$ cat src/hw/bmf_pkg.sv
`default_nettype none
package bmf_pkg;
    localparam int DATA_W     = 18;
    localparam int BYTE_W     = 9;
    localparam int DEPTH      = 16;
    localparam int AW         = 4;
    localparam int HALF_LVL   = 8;
    localparam int AE_OFS     = 2;
    localparam int AF_OFS     = 2;
    localparam int FALL_EDGES = 3;

    // Pin group sampled together so that data stays aligned with its strobe.
    typedef struct packed {
        logic              wclk;
        logic              wr_strobe;
        logic              write_enable_n;
        logic              rclk;
        logic              rd_strobe;
        logic              read_enable_n;
        logic              read_chip_select_n;
        logic              master_reset_n;
        logic              partial_reset_n;
        logic              input_width_select;
        logic              output_width_select;
        logic              fallthrough_mode_serial_in;
        logic              async_write_sel;
        logic              async_read_sel;
        logic [DATA_W-1:0] data;
    } bmf_pins_t;

    // Configuration caught at master reset.
    typedef struct packed {
        logic in_x9;
        logic out_x9;
        logic fall_thru;
        logic async_w;
        logic async_r;
    } bmf_cfg_t;

    localparam bmf_cfg_t CFG_RST = '{in_x9: 1'b0, out_x9: 1'b0, fall_thru: 1'b0, async_w: 1'b0, async_r: 1'b0};
    localparam bmf_pins_t PINS_RST = '{wclk: 1'b0, wr_strobe: 1'b0, write_enable_n: 1'b1, rclk: 1'b0,
        rd_strobe: 1'b0, read_enable_n: 1'b1, read_chip_select_n: 1'b1, master_reset_n: 1'b1,
        partial_reset_n: 1'b1, input_width_select: 1'b0, output_width_select: 1'b0,
        fallthrough_mode_serial_in: 1'b0, async_write_sel: 1'b0, async_read_sel: 1'b0, data: '0};
endpackage
`default_nettype wire

$ cat src/hw/bmf_fifo.sv
`timescale 1ns/1ns
`default_nettype none

// Storage buffer with valid and ready on both sides; clear flushes the pointers.
module bmf_buf #(
    parameter int WIDTH = 18,
    parameter int DEPTH = 16,
    parameter int AW    = 4
) (
    input  wire logic             sys_clk,
    input  wire logic             rst_b,
    input  wire logic             clear,
    input  wire logic             in_valid,
    output logic                  in_ready,
    input  wire logic [WIDTH-1:0] in_data,
    output logic                  out_valid,
    input  wire logic             out_ready,
    output logic [WIDTH-1:0]      out_data,
    output logic [AW:0]           level
);
    logic [WIDTH-1:0] mem [DEPTH];
    logic [AW:0]      wp_r;
    logic [AW:0]      rp_r;
    logic             push;
    logic             pop;

    // Full and empty come straight from the pointer distance.
    assign level     = wp_r - rp_r;
    assign in_ready  = (level != (AW+1)'(DEPTH));
    assign out_valid = (level != '0);
    assign out_data  = mem[rp_r[AW-1:0]];
    assign push      = in_valid & in_ready;
    assign pop       = out_valid & out_ready;

    // Pointers; a refused push or pop leaves everything untouched.
    always_ff @(posedge sys_clk or negedge rst_b) begin
        if (!rst_b) begin
            wp_r <= '0;
            rp_r <= '0;
        end else if (clear) begin
            wp_r <= '0;
            rp_r <= '0;
        end else begin
            if (push) begin
                wp_r <= wp_r + 1'b1;
            end
            if (pop) begin
                rp_r <= rp_r + 1'b1;
            end
        end
    end

    // Storage array needs no reset; stale words are never presented as valid.
    always_ff @(posedge sys_clk) begin
        if (push) begin
            mem[wp_r[AW-1:0]] <= in_data;
        end
    end
endmodule

module bmf_fifo (
    input  wire logic                      sys_clk,
    input  wire logic                      rst_b,
    input  wire logic                      wclk,
    input  wire logic                      wr_strobe,
    input  wire logic                      write_enable_n,
    input  wire logic [bmf_pkg::DATA_W-1:0] write_data_bus,
    input  wire logic                      rclk,
    input  wire logic                      rd_strobe,
    input  wire logic                      read_enable_n,
    input  wire logic                      read_chip_select_n,
    input  wire logic                      output_enable_n,
    input  wire logic                      master_reset_n,
    input  wire logic                      partial_reset_n,
    input  wire logic                      input_width_select,
    input  wire logic                      output_width_select,
    input  wire logic                      fallthrough_mode_serial_in,
    input  wire logic                      async_write_sel,
    input  wire logic                      async_read_sel,
    output logic [bmf_pkg::DATA_W-1:0]     read_data_bus,
    output logic                           read_data_bus_oe,
    output logic                           echo_read_enable_n,
    output logic                           echo_read_clock,
    output logic                           empty_flag_out_valid,
    output logic                           full_flag_in_ready,
    output logic                           half_full_flag,
    output logic                           almost_empty_flag,
    output logic                           almost_full_flag
);
    import bmf_pkg::*;

    bmf_pins_t         raw;
    bmf_pins_t         s1_r;
    bmf_pins_t         p;
    bmf_pins_t         d_r;
    bmf_cfg_t          cfg_r;
    logic              mclr;
    logic              clr;
    logic              rclk_rise;
    logic              wr_ev;
    logic              rd_ev;
    logic              whalf_r;
    logic [BYTE_W-1:0] wlo_r;
    logic              push_v;
    logic [DATA_W-1:0] push_d;
    logic              in_ready;
    logic              avail;
    logic [DATA_W-1:0] word;
    logic [AW:0]       level;
    logic              rhalf_r;
    logic              ov_r;
    logic [1:0]        fall_cnt_r;
    logic              take;
    logic              pop;
    logic [DATA_W-1:0] unit;
    logic              sel_n_r;

    assign raw = '{wclk: wclk, wr_strobe: wr_strobe, write_enable_n: write_enable_n, rclk: rclk,
        rd_strobe: rd_strobe, read_enable_n: read_enable_n, read_chip_select_n: read_chip_select_n,
        master_reset_n: master_reset_n, partial_reset_n: partial_reset_n,
        input_width_select: input_width_select, output_width_select: output_width_select,
        fallthrough_mode_serial_in: fallthrough_mode_serial_in, async_write_sel: async_write_sel,
        async_read_sel: async_read_sel, data: write_data_bus};

    // Both port clocks are sampled as plain pins into sys_clk, so pointers and flags
    // live in one domain and no pointer has to cross; the price is that each port
    // clock must stay well below a third of the system clock.
    always_ff @(posedge sys_clk or negedge rst_b) begin
        if (!rst_b) begin
            s1_r <= PINS_RST;
            p    <= PINS_RST;
            d_r  <= PINS_RST;
        end else begin
            s1_r <= raw;
            p    <= s1_r;
            d_r  <= p;
        end
    end

    // Reset levels and edge events on the synchronised pins.
    assign mclr      = ~p.master_reset_n;
    assign clr       = mclr | ~p.partial_reset_n;
    assign rclk_rise = p.rclk & ~d_r.rclk;
    assign wr_ev     = cfg_r.async_w ? (p.wr_strobe & ~d_r.wr_strobe)
                                     : (p.wclk & ~d_r.wclk & ~p.write_enable_n);
    assign rd_ev     = cfg_r.async_r ? (p.rd_strobe & ~d_r.rd_strobe)
                                     : (rclk_rise & ~p.read_enable_n);

    // Configuration is caught only during master reset, so partial reset keeps it.
    always_ff @(posedge sys_clk or negedge rst_b) begin
        if (!rst_b) begin
            cfg_r <= CFG_RST;
        end else if (mclr) begin
            cfg_r.in_x9     <= p.input_width_select;
            cfg_r.out_x9    <= p.output_width_select;
            cfg_r.fall_thru <= p.fallthrough_mode_serial_in;
            cfg_r.async_w <= p.async_write_sel;
            cfg_r.async_r <= p.async_read_sel;
        end
    end

    // A 9-bit writer fills the low byte first; the pair is stored as one word.
    assign push_v = wr_ev & (~cfg_r.in_x9 | whalf_r);
    assign push_d = cfg_r.in_x9 ? {p.data[BYTE_W-1:0], wlo_r} : p.data;

    always_ff @(posedge sys_clk or negedge rst_b) begin
        if (!rst_b) begin
            whalf_r <= 1'b0;
            wlo_r   <= '0;
        end else if (clr) begin
            whalf_r <= 1'b0;
        end else if (wr_ev && cfg_r.in_x9 && in_ready) begin
            whalf_r <= ~whalf_r;
            if (!whalf_r) begin
                wlo_r <= p.data[BYTE_W-1:0];
            end
        end
    end

    bmf_buf #(
        .WIDTH (DATA_W),
        .DEPTH (DEPTH),
        .AW    (AW)
    ) u_buf (
        .sys_clk   (sys_clk),
        .rst_b     (rst_b),
        .clear     (clr),
        .in_valid  (push_v),
        .in_ready  (in_ready),
        .in_data   (push_d),
        .out_valid (avail),
        .out_ready (pop),
        .out_data  (word),
        .level     (level)
    );

    // A 9-bit reader sees the low byte, then the high byte, then the word is popped.
    assign unit = cfg_r.out_x9 ? {{(DATA_W-BYTE_W){1'b0}},
                                  (rhalf_r ? word[DATA_W-1:BYTE_W] : word[BYTE_W-1:0])} : word;

    // Standard mode loads only on a read; fall-through preloads the first unit.
    always_comb begin
        if (!cfg_r.fall_thru) begin
            take = rd_ev & avail;
        end else if (ov_r) begin
            take = rd_ev & avail;
        end else begin
            take = avail & rclk_rise & (fall_cnt_r == 2'(FALL_EDGES - 1));
        end
    end
    assign pop = take & (~cfg_r.out_x9 | rhalf_r);

    // Output register and read-side state.
    always_ff @(posedge sys_clk or negedge rst_b) begin
        if (!rst_b) begin
            read_data_bus <= '0;
            rhalf_r       <= 1'b0;
            ov_r          <= 1'b0;
            fall_cnt_r    <= '0;
        end else if (clr) begin
            rhalf_r    <= 1'b0;
            ov_r       <= 1'b0;
            fall_cnt_r <= '0;
        end else begin
            if (take) begin
                read_data_bus <= unit;
                ov_r          <= 1'b1;
                if (cfg_r.out_x9) begin
                    rhalf_r <= ~rhalf_r;
                end
            end else if (cfg_r.fall_thru && rd_ev && ov_r) begin
                ov_r <= 1'b0;             // Last unit consumed; the next one falls through again.
            end
            if (ov_r || !avail || take) begin
                fall_cnt_r <= '0;
            end else if (rclk_rise) begin
                fall_cnt_r <= fall_cnt_r + 1'b1;
            end
        end
    end

    // Chip select follows the read clock, or the pin itself in asynchronous read.
    always_ff @(posedge sys_clk or negedge rst_b) begin
        if (!rst_b) begin
            sel_n_r <= 1'b1;
        end else if (cfg_r.async_r || rclk_rise) begin
            sel_n_r <= p.read_chip_select_n;
        end
    end

    // Output enable gates the pins combinationally so the float needs no clock.
    assign read_data_bus_oe = ~output_enable_n & ~sel_n_r;

    // Echo outputs are delayed copies of the read controls, held idle in asynchronous read.
    always_ff @(posedge sys_clk or negedge rst_b) begin
        if (!rst_b) begin
            echo_read_clock    <= 1'b0;
            echo_read_enable_n <= 1'b1;
        end else if (cfg_r.async_r) begin
            echo_read_clock    <= 1'b0;
            echo_read_enable_n <= 1'b1;
        end else begin
            echo_read_clock <= p.rclk;
            if (rclk_rise) begin
                echo_read_enable_n <= p.read_enable_n;
            end
        end
    end

    // Flags, all active low, recomputed every cycle; all but the fall-through valid flag (from ov_r) come from the pointer distance.
    always_ff @(posedge sys_clk or negedge rst_b) begin
        if (!rst_b) begin
            empty_flag_out_valid <= 1'b0;
            full_flag_in_ready   <= 1'b1;
            half_full_flag       <= 1'b1;
            almost_empty_flag    <= 1'b0;
            almost_full_flag     <= 1'b1;
        end else begin
            empty_flag_out_valid <= cfg_r.fall_thru ? ~ov_r : avail;
            full_flag_in_ready   <= cfg_r.fall_thru ? ~in_ready : in_ready;
            half_full_flag       <= ~(level > (AW+1)'(HALF_LVL));
            almost_empty_flag    <= ~(level <= (AW+1)'(AE_OFS));
            almost_full_flag     <= ~(level >= (AW+1)'(DEPTH - AF_OFS));
        end
    end
endmodule
`default_nettype wire

$ cat config.mk
export PLATFORM = sky130hd
export DESIGN_NAME = bmf_fifo
export DESIGN_NICKNAME = d
export VERILOG_FILES = /design/src/hw/bmf_pkg.sv /design/src/hw/bmf_fifo.sv
export SDC_FILE = /design/constraint.sdc
export NUM_CORES = 1
export LEC_CHECK = 0
export BUFFER_PORTS_ARGS = -buffer_cell sky130_fd_sc_hd__buf_2
export CAP_MARGIN = 10
export CORE_MARGIN = 2
export CORE_UTILIZATION = 42
export DETAILED_ROUTE_END_ITERATION = 10
export PLACE_DENSITY = 0.58
export SYNTH_ARGS = -nofsm -noshare
export SYNTH_HDL_FRONTEND = slang
export SYNTH_SLANG_ARGS = --single-unit
$ cat constraint.sdc
create_clock -name sys_clk -period 5.6 [get_ports sys_clk]
set_clock_uncertainty 0.05 [all_clocks]
set_input_delay 1.12 -clock sys_clk [delete_from_list [all_inputs] [get_ports sys_clk]]
set_output_delay 1.12 -clock sys_clk [all_outputs]
set_load 0.01 [all_outputs]
==> results of run 1 <==
## final cells by class
cell class | count | area [µm²] | share of cell area
inverters | 20 | 75.1 | 0.00415
multi-input cells | 468 | 3860 | 0.213
clock buffers | 59 | 1160 | 0.0642
flip-flops and latches | 411 | 11800 | 0.650
repair buffers | 73 | 404 | 0.0224
clock inverters | 17 | 184 | 0.0102
well taps | 511 | 639 | 0.0354
## per-stage QoR
step           hold WS [ns]  setup WS (ns)  std cells  utilization
3_3_place_gp          0.283           1.86       1483        0.446
5_1_grt               0.301           1.64       1559        0.482
4_1_cts               0.294           1.82       1559        0.482
3_5_place_dp          0.285           1.84       1483        0.446
2_1_floorplan         0.281           1.52        944            -
6_report              0.292           1.85       1559        0.482
## state kept, by name, summed over array words and instances, names as in the netlist, 2 cells and up
name and cells:
u_buf.mem 288, d_r 4, s1_r 32, u_buf.rp_r 5, cfg_r 5, u_buf.wp_r 5, fall_cnt_r 2, read_data_bus 18
p 32, wlo_r 9
## critical path: stages (launching register included)
cell and delay (ns):
sky130_fd_sc_hd__dfrtp_1 0.72, sky130_fd_sc_hd__inv_1 0.16, sky130_fd_sc_hd__ha_1 0.38, sky130_fd_sc_hd__and3b_1 0.22, sky130_fd_sc_hd__o21ai_1 0.30, sky130_fd_sc_hd__a21oi_4 0.15
sky130_fd_sc_hd__a21oi_4 0.42, sky130_fd_sc_hd__and3_1 0.96
## logic make-up after synthesis
family | Yosys count | share of synthesized area
AO/OA/AOI/OAI | 142 | 0.0634
multiplexers | 162 | 0.118
flip-flops | 411 | 0.737
adder cells (fa/ha/maj) | 11 | 0.00911
buffers and inverters | 65 | 0.0218
AND/OR/NAND/NOR | 144 | 0.0452
XOR/XNOR | 9 | 0.00495
## report_power, final
part | internal, mW | switching [mW]
Combinational | 0.0885 | 0.233
Sequential | 3.42 | 0.0393
Clock | 1.63 | 1.09
## final timing paths
check | slack, ns | endpoint | cells past startpoint | startpoint
max in group asynchronous | 3.85 | read_data_bus[0] | 2 | rst_b
min | 0.29 | p[18] | 0 | s1_r[18]
min reg2reg | 0.29 | p[18] | 0 | s1_r[18]
min in group asynchronous | 0.55 | p[18] | 1 | rst_b
max reg2reg | 1.85 | u_buf.mem[7][15] | 7 | u_buf.rp_r[2]
max | 1.85 | u_buf.mem[7][15] | 7 | u_buf.rp_r[2]
## cell usage after synthesis, types with 2 or more instances
master                     count
sky130_fd_sc_hd__xnor2_1       7
sky130_fd_sc_hd__a21oi_1      20
sky130_fd_sc_hd__dfrtp_1     108
sky130_fd_sc_hd__buf_6         2
sky130_fd_sc_hd__o211ai_1      3
sky130_fd_sc_hd__nor2b_1       8
sky130_fd_sc_hd__a21oi_4       2
sky130_fd_sc_hd__dfstp_2      15
sky130_fd_sc_hd__mux2_2       32
sky130_fd_sc_hd__and3_1       14
sky130_fd_sc_hd__nand2b_1      6
sky130_fd_sc_hd__inv_1        20
sky130_fd_sc_hd__o21ai_0      27
sky130_fd_sc_hd__o21ai_1       5
sky130_fd_sc_hd__nand2_1      56
sky130_fd_sc_hd__edfxtp_1    288
sky130_fd_sc_hd__or3_1         4
sky130_fd_sc_hd__nor2_1       16
sky130_fd_sc_hd__buf_1         3
sky130_fd_sc_hd__a31oi_1       2
sky130_fd_sc_hd__buf_2        23
sky130_fd_sc_hd__nor3_1        3
sky130_fd_sc_hd__a22oi_1      45
sky130_fd_sc_hd__xor2_1        2
sky130_fd_sc_hd__and2_1        4
sky130_fd_sc_hd__a221oi_1      9
sky130_fd_sc_hd__nand4_1       2
sky130_fd_sc_hd__clkbuf_1      7
sky130_fd_sc_hd__a221o_1       9
sky130_fd_sc_hd__ha_1         10
sky130_fd_sc_hd__a21o_1        3
sky130_fd_sc_hd__mux2i_1     111
sky130_fd_sc_hd__buf_12        2
sky130_fd_sc_hd__o21ai_2      11
sky130_fd_sc_hd__nand3_1      19
sky130_fd_sc_hd__mux4_2       18
sky130_fd_sc_hd__buf_4         7
## layer usage
layer  part of all wire  vias to the layer above  track usage
li1                   -                     3748            -
met1               0.46                     4158        0.256
met2               0.45                      241        0.266
met3              0.064                       48       0.0344
met4              0.024                        0       0.0536
met5                  0                        -            0
==> out/qor.json, run 1 <==
{
  "io_pins": {"value": 61},
  "gp_congestion": {"value": 0.804},
  "post_drt_wl_per_cell": {"value": 21.6, "unit": "µm"},
  "grt_overflow_total": {"value": 0},
  "mostFrequentLayoutCells": {"value": "sky130_fd_sc_hd__edfxtp_1, sky130_fd_sc_hd__mux2i_1, sky130_fd_sc_hd__dfrtp_1, sky130_fd_sc_hd__buf_2, sky130_fd_sc_hd__nand2_1"},
  "edff_count_synth": {"value": 288},
  "critPathCaptureType": {"value": "flop"},
  "clk_transition_reported_paths": {"value": 0.06, "unit": "ns"},
  "worst_hold_path_type": {"value": "reg -> reg"},
  "start_kind": {"value": "flop"},
  "timing.setup.tns": {"value": 0, "unit": "ns"},
  "synth_top_cell_area_share": {"value": 0.543},
  "synth.net_count": {"value": 990},
  "postSynthCellCount": {"value": 944},
  "drt_drc_violations_left": {"value": 0},
  "place_area": {"value": 16700, "unit": "µm²"},
  "postSynth.asyncResetShare": {"value": 0.299},
  "clock_latency": {"value": 0.54, "unit": "ns"},
  "ctsResizeCount": {"value": 0},
  "holdBufCountCts": {"value": 0},
  "cts_made_buffers": {"value": 41},
  "grt_util_all_layers": {"value": 0.175},
  "post-cts-setup-buffer-count": {"value": 0},
  "maximum_number_of_pins_on_one_net_before_global_route_repair": {"value": 79},
  "drt-vias-per-instance": {"value": 5.26},
  "worst-endpoint-required": {"value": 5.70, "unit": "ns"},
  "design_area": {"value": 18100, "unit": "µm²"},
  "first_global_vias": {"value": 8198},
  "htree_levels": {"value": 2},
  "slew_headroom": {"value": 0.285},
  "synth.avg_cell_area": {"value": 16.9, "unit": "µm²"},
  "ir_drop": {"value": 0.000290, "unit": "V"},
  "drt-pass1-iter-count": {"value": 6},
  "tightest_slew": {"value": 1.07, "unit": "ns"},
  "postSynth.topFlopCell": {"value": "sky130_fd_sc_hd__edfxtp_1"},
  "dr_total_vias": {"value": 8195},
  "cellLeakagePower": {"value": 6.28, "unit": "nW"},
  "tritoncts": {"value": "yes"},
  "netlist_area": {"value": 15900, "unit": "µm²"},
  "grt_first_pass_wirelength": {"value": 50600, "unit": "µm"},
  "initial_utilization": {"value": 0.425},
  "outcome": {"value": "finished, final reports clean"},
  "post-synth-top-area-cell": {"value": "sky130_fd_sc_hd__edfxtp_1"},
  "ys_ff_latch": {"value": 411},
  "drtIter0Drc": {"value": 664},
  "yosys.cell_types.count": {"value": 58},
  "die_height": {"value": 199, "unit": "µm"},
  "buffer_ports.inserted": {"value": 60},
  "rows": {"value": 71},
  "ant_cells": {"value": 0},
  "antenna_found_initial": {"value": 0},
  "max_clock_freq": {"value": 0.267, "unit": "GHz"},
  "max_cap_violations": {"value": 0},
  "maxSlewViolCount": {"value": 0},
  "filler_cell_count": {"value": 3210},
  "rsz0062_at_grt": {"value": "no"},
  "syn_to_final_growth": {"value": 13.4, "unit": "%"},
  "final-setup-viol-count": {"value": 0},
  "synthesis_warning_total": {"value": 0},
  "die_width": {"value": 199, "unit": "µm"},
  "post-dp-hpwl": {"value": 21500, "unit": "µm"},
  "arrival": {"value": 3.85, "unit": "ns"},
  "final_common_cell": {"value": "sky130_fd_sc_hd__edfxtp_1"},
  "classification_of_the_worst_setup_path": {"value": "reg -> reg"},
  "final_period_util": {"value": 0.670},
  "fin_total_pwr": {"value": 6.49, "unit": "mW"},
  "clockRootBuffer": {"value": "sky130_fd_sc_hd__clkbuf_16"},
  "wirelength": {"value": 33600, "unit": "µm"},
  "final_layout_size_suffix_gt1_frac": {"value": 0.211},
  "synth_top_cells_by_area": {"value": "sky130_fd_sc_hd__edfxtp_1, sky130_fd_sc_hd__dfrtp_1, sky130_fd_sc_hd__mux2i_1, sky130_fd_sc_hd__mux4_2, sky130_fd_sc_hd__dfstp_2"},
  "design.core.area": {"value": 37500, "unit": "µm²"},
  "power_per_cell_area": {"value": 359, "unit": "nW/µm²"},
  "ctsLongestPathBuffers": {"value": 3},
  "final_hold_violations": {"value": 0},
  "critPathMaxFanout": {"value": 18},
  "die_area": {"value": 39500, "unit": "µm²"},
  "antenna_left": {"value": 0},
  "finalCriticalPeriod": {"value": 3.75, "unit": "ns"},
  "yosysSeqAreaShare": {"value": 0.737},
  "final_stage_net_count": {"value": 1061},
  "clock_sink_count": {"value": 411}
}
Power figures use the tool's default switching activity.
==> inputs of run 2 (changes only) <==
- ABC_AREA: unset -> 1
- PLACE_DENSITY: 0.58 -> 0.6
- clock period: 5.6 -> 3.2 ns (I/O delays scaled with it)
==> out/qor.json, run 2 <==
{
  "outcome": {"value": "finished, final reports clean"},
  "cts_made_buffers": {"value": 43},
  "grt_first_pass_wirelength": {"value": 60300, "unit": "µm"},
  "design.core.area": {"value": 38800, "unit": "µm²"},
  "tightest_slew": {"value": 0.857, "unit": "ns"},
  "post-route-worst-setup-slack": {"value": 0.306, "unit": "ns"},
  "clockRootBuffer": {"value": "sky130_fd_sc_hd__clkbuf_16"},
  "post_drt_wl_per_cell": {"value": 17.8, "unit": "µm"},
  "ys_ff_latch": {"value": 411},
  "postSynthCellCount": {"value": 1533},
  "wirelength": {"value": 38800, "unit": "µm"},
  "worst_hold_path_type": {"value": "in -> async"},
  "reg2regPathDepth": {"value": 11},
  "final_period_util": {"value": 0.904},
  "first_global_vias": {"value": 10200},
  "syn_to_final_growth": {"value": 16.0, "unit": "%"},
  "post_synth_most_frequent_cells": {"value": "sky130_fd_sc_hd__nand2_1, sky130_fd_sc_hd__edfxtp_1, sky130_fd_sc_hd__nor2_1, sky130_fd_sc_hd__nand3_1, sky130_fd_sc_hd__inv_1"},
  "post-cts-setup-buffer-count": {"value": 0},
  "initial_utilization": {"value": 0.428},
  "cp_cell_sequence": {"value": "inv_1 -> ha_1 -> inv_1 -> fa_1 -> xor2_1 -> nor2_2 -> nand4_4 -> nand2_2 -> buf_6 -> nor3_2 -> buf_4"},
  "postSynth.topFlopCell": {"value": "sky130_fd_sc_hd__edfxtp_1"},
  "design_area": {"value": 19300, "unit": "µm²"},
  "maximum_number_of_pins_on_one_net_before_global_route_repair": {"value": 177},
  "yosys.cell_types.count": {"value": 35},
  "critPathMaxStageDelay": {"value": 0.45, "unit": "ns"},
  "ant_cells": {"value": 0},
  "final-setup-viol-count": {"value": 0},
  "die_width": {"value": 203, "unit": "µm"},
  "cellLeakagePower": {"value": 7.97, "unit": "nW"},
  "r2r_setup_slack": {"value": 0.31, "unit": "ns"},
  "critPathCaptureType": {"value": "flop"},
  "synth_top_cells_by_area": {"value": "sky130_fd_sc_hd__edfxtp_1, sky130_fd_sc_hd__dfrtp_1, sky130_fd_sc_hd__nand2_1, sky130_fd_sc_hd__nand3_1, sky130_fd_sc_hd__nor2_1"},
  "htree_levels": {"value": 2},
  "final.hold.worst_slack": {"value": 0.140, "unit": "ns"},
  "gp_congestion": {"value": 0.832},
  "critical_path_depth": {"value": 11},
  "netlist_area": {"value": 16600, "unit": "µm²"},
  "max_clock_freq": {"value": 0.346, "unit": "GHz"},
  "yosysSeqAreaShare": {"value": 0.707},
  "critPathMaxFanout": {"value": 18},
  "drt_drc_violations_left": {"value": 0},
  "classification_of_the_worst_setup_path": {"value": "reg -> reg"},
  "final_hold_violations": {"value": 0},
  "critical_path.reg2reg.startpoint": {"value": "u_buf.wp_r[0]"},
  "synth.net_count": {"value": 1579},
  "ctsLongestPathBuffers": {"value": 3},
  "final_layout_size_suffix_gt1_frac": {"value": 0.142},
  "edff_count_synth": {"value": 288},
  "start_kind": {"value": "flop"},
  "postSynth.asyncResetShare": {"value": 0.299},
  "drtIter0Drc": {"value": 906},
  "grt_overflow_total": {"value": 0},
  "slew_headroom": {"value": 0.427},
  "synthesis_warning_total": {"value": 0},
  "maxSlewViolCount": {"value": 0},
  "drt-vias-per-instance": {"value": 4.90},
  "post-dp-hpwl": {"value": 24300, "unit": "µm"},
  "place_area": {"value": 17900, "unit": "µm²"},
  "dpl_worst_slack": {"value": 0.237, "unit": "ns"},
  "timing.critical_path.mode_cell": {"value": "sky130_fd_sc_hd__inv_1"},
  "antenna_left": {"value": 0},
  "crit-reg2reg-capture": {"value": "u_buf.mem[7][10]"},
  "synth_top_cell_area_share": {"value": 0.520},
  "largest_reg_flops": {"value": 288},
  "post-synth-top-count-cell": {"value": "sky130_fd_sc_hd__nand2_1"},
  "worst_setup_path_endpoint": {"value": "u_buf.mem[7][10]"},
  "worstPathBufferInverterCount": {"value": 4},
  "dr_total_vias": {"value": 10700},
  "crit_path_start": {"value": "u_buf.wp_r[0]"},
  "die_height": {"value": 203, "unit": "µm"},
  "final_stage_net_count": {"value": 1675},
  "final_common_cell": {"value": "sky130_fd_sc_hd__nand2_1"},
  "die_area": {"value": 41200, "unit": "µm²"},
  "max_cap_violations": {"value": 0},
  "antenna_found_initial": {"value": 1},
  "buffer_ports.inserted": {"value": 60},
  "finalCriticalPeriod": {"value": 2.89, "unit": "ns"},
  "tritoncts": {"value": "yes"},
  "worst-endpoint-required": {"value": 3.43, "unit": "ns"},
  "clock_latency": {"value": 0.55, "unit": "ns"},
  "post-synth-top-area-cell": {"value": "sky130_fd_sc_hd__edfxtp_1"},
  "synth.avg_cell_area": {"value": 10.8, "unit": "µm²"},
  "cpLargestDelayFamily": {"value": "simple AND/OR/NAND/NOR gates"},
  "clock_sink_count": {"value": 411},
  "ir_drop": {"value": 0.000457, "unit": "V"},
  "cp_slowest_cell": {"value": "sky130_fd_sc_hd__fa_1"},
  "mostFrequentLayoutCells": {"value": "sky130_fd_sc_hd__nand2_1, sky130_fd_sc_hd__edfxtp_1, sky130_fd_sc_hd__nor2_1, sky130_fd_sc_hd__nand3_1, sky130_fd_sc_hd__inv_1"},
  "rows": {"value": 72},
  "arrival": {"value": 3.13, "unit": "ns"},
  "rsz0062_at_grt": {"value": "no"},
  "clk_transition_reported_paths": {"value": 0.06, "unit": "ns"},
  "io_pins": {"value": 61},
  "grt_util_all_layers": {"value": 0.193},
  "power_per_cell_area": {"value": 620, "unit": "nW/µm²"},
  "drt-pass1-iter-count": {"value": 5}
}
run 2: cell count changes after synthesis, moves of 18 or more:
cell | previous run | this run
sky130_fd_sc_hd__inv_1 | 20 | 109
sky130_fd_sc_hd__mux2_2 | 32 | 1
sky130_fd_sc_hd__nand3_1 | 19 | 130
sky130_fd_sc_hd__mux4_2 | 18 | 0
sky130_fd_sc_hd__nor2_1 | 16 | 146
sky130_fd_sc_hd__nand2_1 | 56 | 519
sky130_fd_sc_hd__a22oi_1 | 45 | 0
sky130_fd_sc_hd__mux2i_1 | 111 | 0
sky130_fd_sc_hd__o21ai_1 | 5 | 38
run 2: metal layers:
layer  GRT usage  wire length, µm  vias up
li1            -                -     5237
met1       0.270            17200     5072
met2       0.309            18300      293
met3      0.0313             2140       70
met4      0.0667             1180        0
met5           0                0        -
run 2: worst reg2reg max path, stage by stage (launching register included):
cell and delay [ns]:
sky130_fd_sc_hd__dfrtp_1 0.44, sky130_fd_sc_hd__inv_1 0.13, sky130_fd_sc_hd__ha_1 0.15, sky130_fd_sc_hd__inv_1 0.07, sky130_fd_sc_hd__fa_1 0.45, sky130_fd_sc_hd__xor2_1 0.20, sky130_fd_sc_hd__nor2_2 0.23, sky130_fd_sc_hd__nand4_4 0.14
sky130_fd_sc_hd__nand2_2 0.26, sky130_fd_sc_hd__buf_6 0.24, sky130_fd_sc_hd__nor3_2 0.05, sky130_fd_sc_hd__buf_4 0.22
run 2: worst min path at each step:
| stage | to | depth (start not counted) | slack, ns | startpoint |
|---|---|---|---|---|
| floorplan | p[0] | 0 | 0.28 | s1_r[0] |
| global route | s1_r[15] | 1 | 0.12 | write_data_bus[15] |
| CTS | s1_r[12] | 1 | 0.12 | write_data_bus[12] |
| finish | s1_r[18] | 1 | 0.14 | rst_b |
| detailed placement | p[0] | 0 | 0.28 | s1_r[0] |
| global placement | p[21] | 0 | 0.28 | s1_r[21] |
run 2: report_power, final:
part	switching, mW	internal, mW	total (mW)
Sequential	0.0813	5.99	6.07
Clock	2.00	2.82	4.83
Combinational	0.755	0.313	1.07
run 2: cell families after synthesis:
kind of cell,synth area share
and+or+nand+nor,0.208
AOI/OAI and AO/OA,0.0271
muxes,0.000677
DFF,0.707
xor gates and xnor gates,0.00422
adders and majority gates,0.00873
buffers and inverters,0.0448
run 2: area by class of cell:
cell class                      instances  area (µm²)
Clock inverter                         17         153
Multi-Input combinational cell        943        4220
Timing Repair Buffer                  116         865
Tap cell                              518         648
Fill cell                            3445       19500
Sequential cell                       411       11700
Inverter                              114         429
Clock buffer                           61        1220
run 2: repair_timing:
item	4_1_cts	5_1_grt
hold buffers	0	0
resized for setup	0	1
endpoints found under the setup margin	0	35
endpoints found under the hold margin	0	0
run 2: stage by stage:
step	instances	power, mW	TNS, ns	util
after CTS	2180	12.1	0	0.497
after global routing	2180	12.4	0	0.497
after global placement	2102	7.23	0	0.461
after detailed placement	2102	7.25	0	0.461
after floorplan	1533	6.76	-121.19	-
final	2180	12.0	0	0.497
